**src/hw/link_monitor_params.svh**
```systemverilog
`ifndef LINK_MONITOR_PARAMS_SVH
`define LINK_MONITOR_PARAMS_SVH

// ---------------------------------------------------------------
// register byte offsets
// ---------------------------------------------------------------
`define OFS_CTRL        8'h00
`define OFS_STATUS      8'h04
`define OFS_IRQ_STAT    8'h08
`define OFS_IRQ_MASK    8'h0C
`define OFS_GAIN_CODE   8'h10

// ---------------------------------------------------------------
// field positions and reset values
// ---------------------------------------------------------------
`define CTRL_SOFT_EN_BIT   0
`define CTRL_RESET         32'h0000_0001
`define IRQ_ATTACH_BIT     0
`define IRQ_DETACH_BIT     1
`define IRQ_HS_UP_BIT      2
`define IRQ_HS_DOWN_BIT    3
`define IRQ_WIDTH          4
`define MASK_RESET         32'h0000_0000

// ---------------------------------------------------------------
// timing, clock 10 MHz
// ---------------------------------------------------------------
`define CLK_MHZ            10
`define CHIRP_MIN_US       18
`define CHIRP_MAX_US       128
`define CHIRP_MIN_CYC      (`CHIRP_MIN_US * `CLK_MHZ)
`define CHIRP_MAX_CYC      (`CHIRP_MAX_US * `CLK_MHZ)

// ---------------------------------------------------------------
// gain select resistance thresholds in ohms
// ---------------------------------------------------------------
`define GAIN0_MAX_OHM      320
`define GAIN1_MIN_OHM      1400
`define GAIN1_MAX_OHM      2200
`define GAIN2_MIN_OHM      3700
`define GAIN2_MAX_OHM      4100
`define GAIN3_MIN_OHM      6000

`endif

```
**src/hw/link_monitor_pkg.sv**
```systemverilog
package link_monitor_pkg;

  typedef enum logic [2:0] {
    ST_DETACHED = 3'b000,
    ST_ATTACHED = 3'b001,
    ST_CHIRP_J  = 3'b011,
    ST_CHIRP_K  = 3'b010,
    ST_HS_WAIT  = 3'b110,
    ST_HS       = 3'b111
  } link_state_e;

  typedef enum logic [1:0] {
    SPD_NONE = 2'b00,
    SPD_LS   = 2'b01,
    SPD_FS   = 2'b10,
    SPD_HS   = 2'b11
  } link_speed_e;

  typedef logic [1:0] gain_level_t;

endpackage : link_monitor_pkg

```
**src/hw/gain_select_decoder.sv**
```systemverilog
`timescale 1ns/1ps
`include "link_monitor_params.svh"

// decodes the measured pulldown resistance and latches it once after
// the disable input is released; later changes are ignored
module gain_select_decoder
(
  input  wire logic                          hclk,
  input  wire logic                          hresetn,
  input  wire logic                          gain_sel_valid,
  input  wire logic                          gain_sel_float,
  input  wire logic [15:0]                   gain_sel_ohm,
  output link_monitor_pkg::gain_level_t      gain_level_select,
  output logic                               gain_latched
);
  import link_monitor_pkg::*;

  gain_level_t gain_decoded;
  logic        take_sample;
  gain_level_t gain_r;
  logic        latched_r;

  // between bands the nearer lower level is taken, a documented gap
  assign gain_decoded =
    (gain_sel_float)                           ? 2'd0 :
    (gain_sel_ohm <  16'(`GAIN1_MIN_OHM))      ? 2'd0 :
    (gain_sel_ohm <  16'(`GAIN2_MIN_OHM))      ? 2'd1 :
    (gain_sel_ohm <  16'(`GAIN3_MIN_OHM))      ? 2'd2 :
                                                 2'd3;

  assign take_sample = gain_sel_valid && !latched_r;

  always_ff @(posedge hclk or negedge hresetn)
  begin
    if (!hresetn)
    begin
      gain_r    <= 2'd0;
      latched_r <= 1'b0;
    end
    else if (take_sample)
    begin
      gain_r    <= gain_decoded;
      latched_r <= 1'b1;
    end
  end

  assign gain_level_select = gain_r;
  assign gain_latched      = latched_r;
endmodule : gain_select_decoder

```
**src/hw/usb_hs_link_mode_monitor.sv**
```systemverilog
`timescale 1ns/1ps
`include "link_monitor_params.svh"

module usb_hs_link_mode_monitor
#(
  parameter int CHIRP_MIN_CYC = `CHIRP_MIN_CYC,
  parameter int CHIRP_MAX_CYC = `CHIRP_MAX_CYC
)
(
  input  wire logic                         hclk,
  input  wire logic                         hresetn,
  input  wire logic                         device_disable_n,
  input  wire logic                         pullup_dp,
  input  wire logic                         pullup_dm,
  input  wire logic                         disconnect_det,
  input  wire logic                         suspend_det,
  input  wire logic                         chirp_j,
  input  wire logic                         chirp_k,
  input  wire logic                         squelch_det,
  input  wire logic                         gain_sel_valid,
  input  wire logic                         gain_sel_float,
  input  wire logic [15:0]                  gain_sel_ohm,
  input  wire logic                         hsel,
  input  wire logic [31:0]                  haddr,
  input  wire logic [1:0]                   htrans,
  input  wire logic                         hwrite,
  input  wire logic [2:0]                   hsize,
  input  wire logic                         hready,
  input  wire logic [31:0]                  hwdata,
  output logic [31:0]                       hrdata,
  output logic                              hreadyout,
  output logic                              hresp,
  output logic                              attach_flag,
  output logic                              hs_active_flag,
  output logic                              comp_enable,
  output link_monitor_pkg::gain_level_t     comp_level,
  output link_monitor_pkg::link_speed_e     link_speed,
  output logic                              irq
);
  import link_monitor_pkg::*;

  // ---------------------------------------------------------------
  // enable and gain latch
  // ---------------------------------------------------------------
  logic        ctrl_r;
  logic        run;
  logic        run_rst_n;
  gain_level_t gain_level_select;

  // software enable, unlike the pin, does not reset the gain latch, so reenabling relatches nothing
  assign run       = device_disable_n && ctrl_r;
  assign run_rst_n = hresetn && device_disable_n;

  gain_select_decoder u_gain
  (
    .hclk              (hclk),
    .hresetn           (run_rst_n),
    .gain_sel_valid    (gain_sel_valid),
    .gain_sel_float    (gain_sel_float),
    .gain_sel_ohm      (gain_sel_ohm),
    .gain_level_select (gain_level_select),
    .gain_latched      ()
  );

  // ---------------------------------------------------------------
  // mode state machine
  // ---------------------------------------------------------------
  link_state_e state_r;
  link_state_e state_nxt;
  logic [11:0] chirp_cnt_r;
  logic        is_ls_r;
  logic        pullup_any;
  logic        chirp_ok;
  logic        drop_link;

  assign pullup_any = pullup_dp || pullup_dm;
  assign chirp_ok   = (chirp_cnt_r >= 12'(CHIRP_MIN_CYC)) &&
                      (chirp_cnt_r <= 12'(CHIRP_MAX_CYC));
  assign drop_link  = disconnect_det;

  always_comb
  begin
    state_nxt = state_r;
    case (state_r)
      ST_DETACHED:
        if (pullup_any)
          state_nxt = ST_ATTACHED;
      ST_ATTACHED:
        if (drop_link)
          state_nxt = ST_DETACHED;
        else if (chirp_j)
          state_nxt = ST_CHIRP_J;
      ST_CHIRP_J:
        if (drop_link)
          state_nxt = ST_DETACHED;
        else if (chirp_k && chirp_ok)
          state_nxt = ST_CHIRP_K;
        else if (!chirp_j || chirp_cnt_r > 12'(CHIRP_MAX_CYC))
          state_nxt = ST_ATTACHED;
      ST_CHIRP_K:
        if (drop_link)
          state_nxt = ST_DETACHED;
        else if (!chirp_k)
          state_nxt = chirp_ok ? ST_HS_WAIT : ST_ATTACHED;
        else if (chirp_cnt_r > 12'(CHIRP_MAX_CYC))
          state_nxt = ST_ATTACHED;
      ST_HS_WAIT:
        if (drop_link)
          state_nxt = ST_DETACHED;
        else if (squelch_det)
          state_nxt = ST_HS;
      ST_HS:
        if (drop_link)
          state_nxt = ST_DETACHED;
        else if (suspend_det)
          state_nxt = ST_ATTACHED;
      default:
        state_nxt = ST_DETACHED;
    endcase
  end

  logic state_changed;
  assign state_changed = state_nxt != state_r;

  // disable resets the tracker, so flags stay low until detection
  always_ff @(posedge hclk or negedge run_rst_n)
  begin
    if (!run_rst_n)
      state_r <= ST_DETACHED;
    else if (!ctrl_r)
      state_r <= ST_DETACHED;
    else
      state_r <= state_nxt;
  end

  always_ff @(posedge hclk or negedge run_rst_n)
  begin
    if (!run_rst_n)
      chirp_cnt_r <= 12'h000;
    else if (state_changed)
      chirp_cnt_r <= 12'h001;
    else if (chirp_cnt_r != 12'hFFF)
      chirp_cnt_r <= chirp_cnt_r + 12'h001;
  end

  // which line pulled up at attach tells low from full speed
  always_ff @(posedge hclk or negedge run_rst_n)
  begin
    if (!run_rst_n)
      is_ls_r <= 1'b0;
    else if (state_r == ST_DETACHED && pullup_any)
      is_ls_r <= pullup_dm && !pullup_dp;
  end

  // ---------------------------------------------------------------
  // outputs
  // ---------------------------------------------------------------
  logic attached;
  logic in_hs;
  assign attached = state_r != ST_DETACHED;
  assign in_hs    = state_r == ST_HS;

  always_ff @(posedge hclk or negedge hresetn)
  begin
    if (!hresetn)
    begin
      attach_flag    <= 1'b0;
      hs_active_flag <= 1'b0;
      comp_enable    <= 1'b0;
      comp_level     <= 2'd0;
      link_speed     <= SPD_NONE;
    end
    else
    begin
      attach_flag    <= run && attached;
      hs_active_flag <= run && in_hs;
      comp_enable    <= run && in_hs;
      comp_level     <= gain_level_select;
      link_speed     <= !(run && attached) ? SPD_NONE :
                        in_hs ? SPD_HS : is_ls_r ? SPD_LS : SPD_FS;
    end
  end

  // ---------------------------------------------------------------
  // ahb-lite slave
  // ---------------------------------------------------------------
  logic                 wr_pend_r;
  logic [7:0]           addr_r;
  logic [`IRQ_WIDTH-1:0] irq_stat_r;
  logic [`IRQ_WIDTH-1:0] irq_mask_r;
  logic                 addr_phase;
  logic [`IRQ_WIDTH-1:0] events;
  logic [`IRQ_WIDTH-1:0] w1c;
  logic [31:0]          rd_word;
  logic [7:0]           rd_addr;

  assign addr_phase = hsel && hready && htrans[1];
  assign hreadyout  = 1'b1;
  assign hresp      = 1'b0;
  // read data is decoded in the address phase so that it stands in a zero-wait data phase
  assign rd_addr    = haddr[7:0];

  assign events[`IRQ_ATTACH_BIT]  = attach_flag == 1'b0 && run && attached;
  assign events[`IRQ_DETACH_BIT]  = attach_flag && !(run && attached);
  assign events[`IRQ_HS_UP_BIT]   = !hs_active_flag && run && in_hs;
  assign events[`IRQ_HS_DOWN_BIT] = hs_active_flag && !(run && in_hs);
  assign w1c = (wr_pend_r && addr_r == `OFS_IRQ_STAT) ?
               hwdata[`IRQ_WIDTH-1:0] : '0;

  assign rd_word =
    (rd_addr == `OFS_CTRL)      ? {31'h0, ctrl_r} :
    (rd_addr == `OFS_STATUS)    ? {26'h0, link_speed, comp_enable,
                                   hs_active_flag, attach_flag, device_disable_n} :
    (rd_addr == `OFS_IRQ_STAT)  ? {28'h0, irq_stat_r} :
    (rd_addr == `OFS_IRQ_MASK)  ? {28'h0, irq_mask_r} :
    (rd_addr == `OFS_GAIN_CODE) ? {30'h0, gain_level_select} :
                                 32'h0000_0000;

  always_ff @(posedge hclk or negedge hresetn)
  begin
    if (!hresetn)
    begin
      wr_pend_r <= 1'b0;
      addr_r    <= 8'h00;
      hrdata    <= 32'h0000_0000;
    end
    else
    begin
      wr_pend_r <= addr_phase && hwrite;
      if (addr_phase)
        addr_r <= haddr[7:0];
      if (addr_phase && !hwrite)
        hrdata <= rd_word;
    end
  end

  always_ff @(posedge hclk or negedge hresetn)
  begin
    if (!hresetn)
    begin
      ctrl_r     <= 1'b1;
      irq_mask_r <= '0;
      irq_stat_r <= '0;
    end
    else
    begin
      if (wr_pend_r && addr_r == `OFS_CTRL)
        ctrl_r <= hwdata[`CTRL_SOFT_EN_BIT];
      if (wr_pend_r && addr_r == `OFS_IRQ_MASK)
        irq_mask_r <= hwdata[`IRQ_WIDTH-1:0];
      // set wins over a clear in the same cycle
      irq_stat_r <= (irq_stat_r & ~w1c) | events;
    end
  end

  assign irq = |(irq_stat_r & irq_mask_r);
endmodule : usb_hs_link_mode_monitor

```
**config.mk**
```make
export PLATFORM = sky130hd
export DESIGN_NAME = usb_hs_link_mode_monitor
export DESIGN_NICKNAME = d
export VERILOG_FILES = /design/src/hw/link_monitor_pkg.sv /design/src/hw/gain_select_decoder.sv /design/src/hw/usb_hs_link_mode_monitor.sv
export VERILOG_INCLUDE_DIRS = /design/src /design/src/hw
export SDC_FILE = /design/constraint.sdc
export NUM_CORES = 1
export LEC_CHECK = 0
export ABC_AREA = 1
export BUFFER_PORTS_ARGS = -buffer_cell sky130_fd_sc_hd__buf_2
export CORE_ASPECT_RATIO = 2
export CORE_MARGIN = 2
export CORE_UTILIZATION = 52
export CTS_BUF_LIST = sky130_fd_sc_hd__clkbuf_2 sky130_fd_sc_hd__clkbuf_4 sky130_fd_sc_hd__clkbuf_8
export CTS_CLUSTER_SIZE = 20
export DETAILED_ROUTE_END_ITERATION = 7
export PLACE_DENSITY = 0.88
export SLEW_MARGIN = 10
export SYNTH_ARGS = -nofsm -noshare
export SYNTH_HDL_FRONTEND = slang
export SYNTH_HIERARCHICAL = 1
export SYNTH_SLANG_ARGS = --single-unit
```
**constraint.sdc**
```tcl
create_clock -name hclk -period 2.93 [get_ports hclk]
set_input_delay 0.586 -clock hclk [delete_from_list [all_inputs] [get_ports hclk]]
set_output_delay 0.586 -clock hclk [all_outputs]
set_load 0.01 [all_outputs]
```
==> flow_metrics.py <==
metrics = {
    "global_route": {
        "grt_remaining_overflow": 0,
        "grt_usage_pct": 20.9,
        "grt_pass1_wl_mm": 10.7,
        "antenna_found_initial": 0,
        "grt_pass1_vias": 2576,
        "grt_max_degree": 31,
    },
    "worst_setup_path": {
        "worstPathRequired_ns": 3.12,
        "critPathMaxStageDelay_ns": 0.43,
        "crit_fanout": 11,
        "cp_slowest_cell": "dfrtp_1",
        "startpoint": "chirp_cnt_r[0]",
        "crit_chain": "inv_1 > ha_1 > nand2_1 > nor2_2 > nand3_2 > nand2_2 > nand2_1 > nand2_2 > nand2_1 > nand2_1 > nand3_2 > nand3_1 > nand2_2 > nand2_2 > nor2_1",
        "r2r-start": "chirp_cnt_r[0]",
        "startpoint_type": "register",
        "crit_buf_inv": 1,
        "crit_family": "simple AND/OR/NAND/NOR gates",
        "cp.arrival_ns": 2.24,
        "crit_type": "register to register",
        "worst_setup_path_end_kind": "register",
    },
    "timing": {
        "worst_pin_slew_ns": 0.783,
        "hold_violations": 0,
        "maxSlewViolCount": 0,
        "final.setup.worst_slack_ns": 0.881,
        "relSlewSlack_pct": 47.8,
        "fin_crit_ns": 2.05,
        "rsz0062_at_grt": "no",
        "timing.fmax_mhz": 488,
        "setup_viol": 0,
        "min_period_over_period_pct": 69.9,
        "timing.hold.ws_ns": 0.298,
        "skew_ns": 0.00696,
        "fin_tns_setup_ns": 0,
    },
    "drt": {
        "postRouteWirelength_mm": 6.65,
        "wl_met2_mm": 3.88,
        "ant_nets": 0,
        "vias_per_cell": 5.20,
        "top_layer": "met4",
        "drt_pass1_iterations": 4,
        "met1Wirelength_mm": 2.29,
        "vias": 2719,
        "drc": 0,
        "met3_length_um": 247,
        "post_drt_wl_per_cell_um": 12.7,
        "drtIter0Drc": 178,
    },
    "synth": {
        "ys_seq_elements": 49,
        "synth_area_leaders": "dfrtp_1, nand2_1, buf_4",
        "seq_area_frac_synth_pct": 40.0,
        "syn_area_per_cell_sq_um": 7.59,
        "yosys.area.top_type": "dfrtp_1",
        "yosysWarnings": 6,
        "yosysTopAreaCellShare_pct": 39.2,
        "syn-cell-area_sq_um": 3070,
        "ys_types": 45,
        "postSynthCellCount": 404,
    },
    "placed_design": {
        "routabilityCongestion": 0.871,
        "dp.cells": 515,
        "dp_hpwl_mm": 5.32,
        "pre_cts_ws_ns": 0.832,
        "port_buffers": 55,
        "placed_cell_area_sq_um": 3290,
    },
    "pwr": {
        "p_leak_nw": 1.78,
        "total_power_mw": 1.90,
        "irDropWorstVdd_mv": 0.433,
        "power.switching_uw": 667,
        "p_int_mw": 1.23,
        "p_seq_share_pct": 44.8,
        "p_per_area_nw_per_um2": 557,
        "switching_share_pct": 35.1,
        "p_clk_share_pct": 26.7,
        "power_frac_comb_pct": 28.5,
    },
    "clock_tree": {
        "cts.reportedPaths.clkPinSlew_ns": 0.09,
        "ctsHtreeMaxLevel": 2,
        "insertion_delay_ns": 0.31,
        "cts_setup_buffers": 0,
        "cts_buffer_depth": 2,
        "cts-root-buf": "clkbuf_8",
        "hold_buffers": 0,
        "cts.sinks": 49,
        "cts_buffers": 5,
        "cts_tree": "built",
        "cts_resized": 0,
    },
    "final_layout": {
        "final_common_cell": "nand2_1",
        "fin_cells": 523,
        "fin_nets": 563,
        "most-common-layout-cells": "nand2_1, buf_2, dfrtp_1",
        "fillers": 501,
        "diodes": 0,
        "drive_above_1_share_pct": 25.5,
        "syn_to_final_growth_pct": 11.1,
        "final_area_sq_um": 3410,
        "post-route-util_pct": 59.7,
    },
    "die": {
        "die_width_um": 58.3,
        "pin_count": 142,
        "die_area_sq_um": 6560,
        "start_util_pct": 53.7,
        "core_area_sq_um": 5710,
        "die_y_um": 113,
        "num_rows": 39,
    },
    "hold_path": {
        "hold_path.class": "input pin to async pin",
    },
    "run_status": {
        "status": "completed",
    },
    "run": {
        "max_cap_violations": 0,
    },
}
[routing by layer]
| metal | GRT usage, % | vias to the layer above |
|---|---|---|
| met1 | 19.0 | 1272 |
| li1 | - | 1350 |
| met4 | 11.2 | 0 |
| met2 | 41.2 | 79 |
| met5 | 0 | - |
| met3 | 2.53 | 18 |
[flip-flops by register name (all words and copies together) (netlist names)]
name and count:
addr_r 8, attach_flag 1, chirp_cnt_r 12, comp_enable 1
comp_level 2, ctrl_r 1, hrdata 6, irq_mask_r 4
irq_stat_r 4, is_ls_r 1, link_speed 2, state_r 3
u_gain/gain_latched 1, u_gain/gain_level_select 2, wr_pend_r 1
[power by group through the flow]
stage | Combinational, mW | Clock, mW | Sequential (mW)
floorplan | 0.457 | 0 | 0.836
global placement | 0.521 | 0 | 0.854
detailed placement | 0.542 | 0 | 0.860
CTS | 0.545 | 0.516 | 0.848
global route | 0.609 | 0.542 | 0.859
finish | 0.541 | 0.506 | 0.851
[worst register-to-register path: cells and delay by family, from the launching register on]
family                     cells  cell delay [ns]
buffers and inverters          1             0.10
and+or+nand+nor               13             1.24
adders and majority gates      1             0.15
DFF                            1             0.43
[synth_stat cells (all sizes together)]
library cell  instances
nor4                  2
nand4                 8
dfrtp                48
nand3b                1
conb                  2
clkinv                3
ha                    2
o211ai                1
inv                  52
and3                  1
clkbuf                1
buf                  32
nand3                31
xor2                  5
o21ai                33
a31oi                 2
o2111ai               1
mux2                  1
o31ai                 2
a21boi                1
o22ai                 2
nand2                99
dfstp                 1
a21oi                 7
a221oi                2
nor2                 50
nor3                 10
or2                   4
[kinds of logic after synthesis]
group | synth area share [%]
xor gates and xnor gates | 1.43
muxes | 0.367
and+or+nand+nor | 32.7
adders and majority gates | 0.816
AOI/OAI and AO/OA | 9.63
DFF | 40.0
buffers and inverters | 14.8
other | 0.245
[cell type report]
class                      count  area (sq um)  area share (%)
clock buffer                   7          90.1            2.65
clock inverter                 1          30.0           0.882
inverter                      55           209            6.14
multi-input combinational    293          1480            43.5
sequential                    49          1230            36.0
tap                           61          76.3            2.24
timing repair buffer          57           290            8.52
[path summary, 6_finish.rpt]
check,end,slack [ns],depth (start not counted)
max,chirp_cnt_r[7],0.88,15
min,addr_r[4],0.30,2
max reg2reg,chirp_cnt_r[7],0.88,15
min reg2reg,comp_level[0],0.43,0
max in group asynchronous,chirp_cnt_r[2],1.95,3
min in group hclk,comp_level[0],0.43,0
No activity file was read; power rests on OpenSTA's default activity.
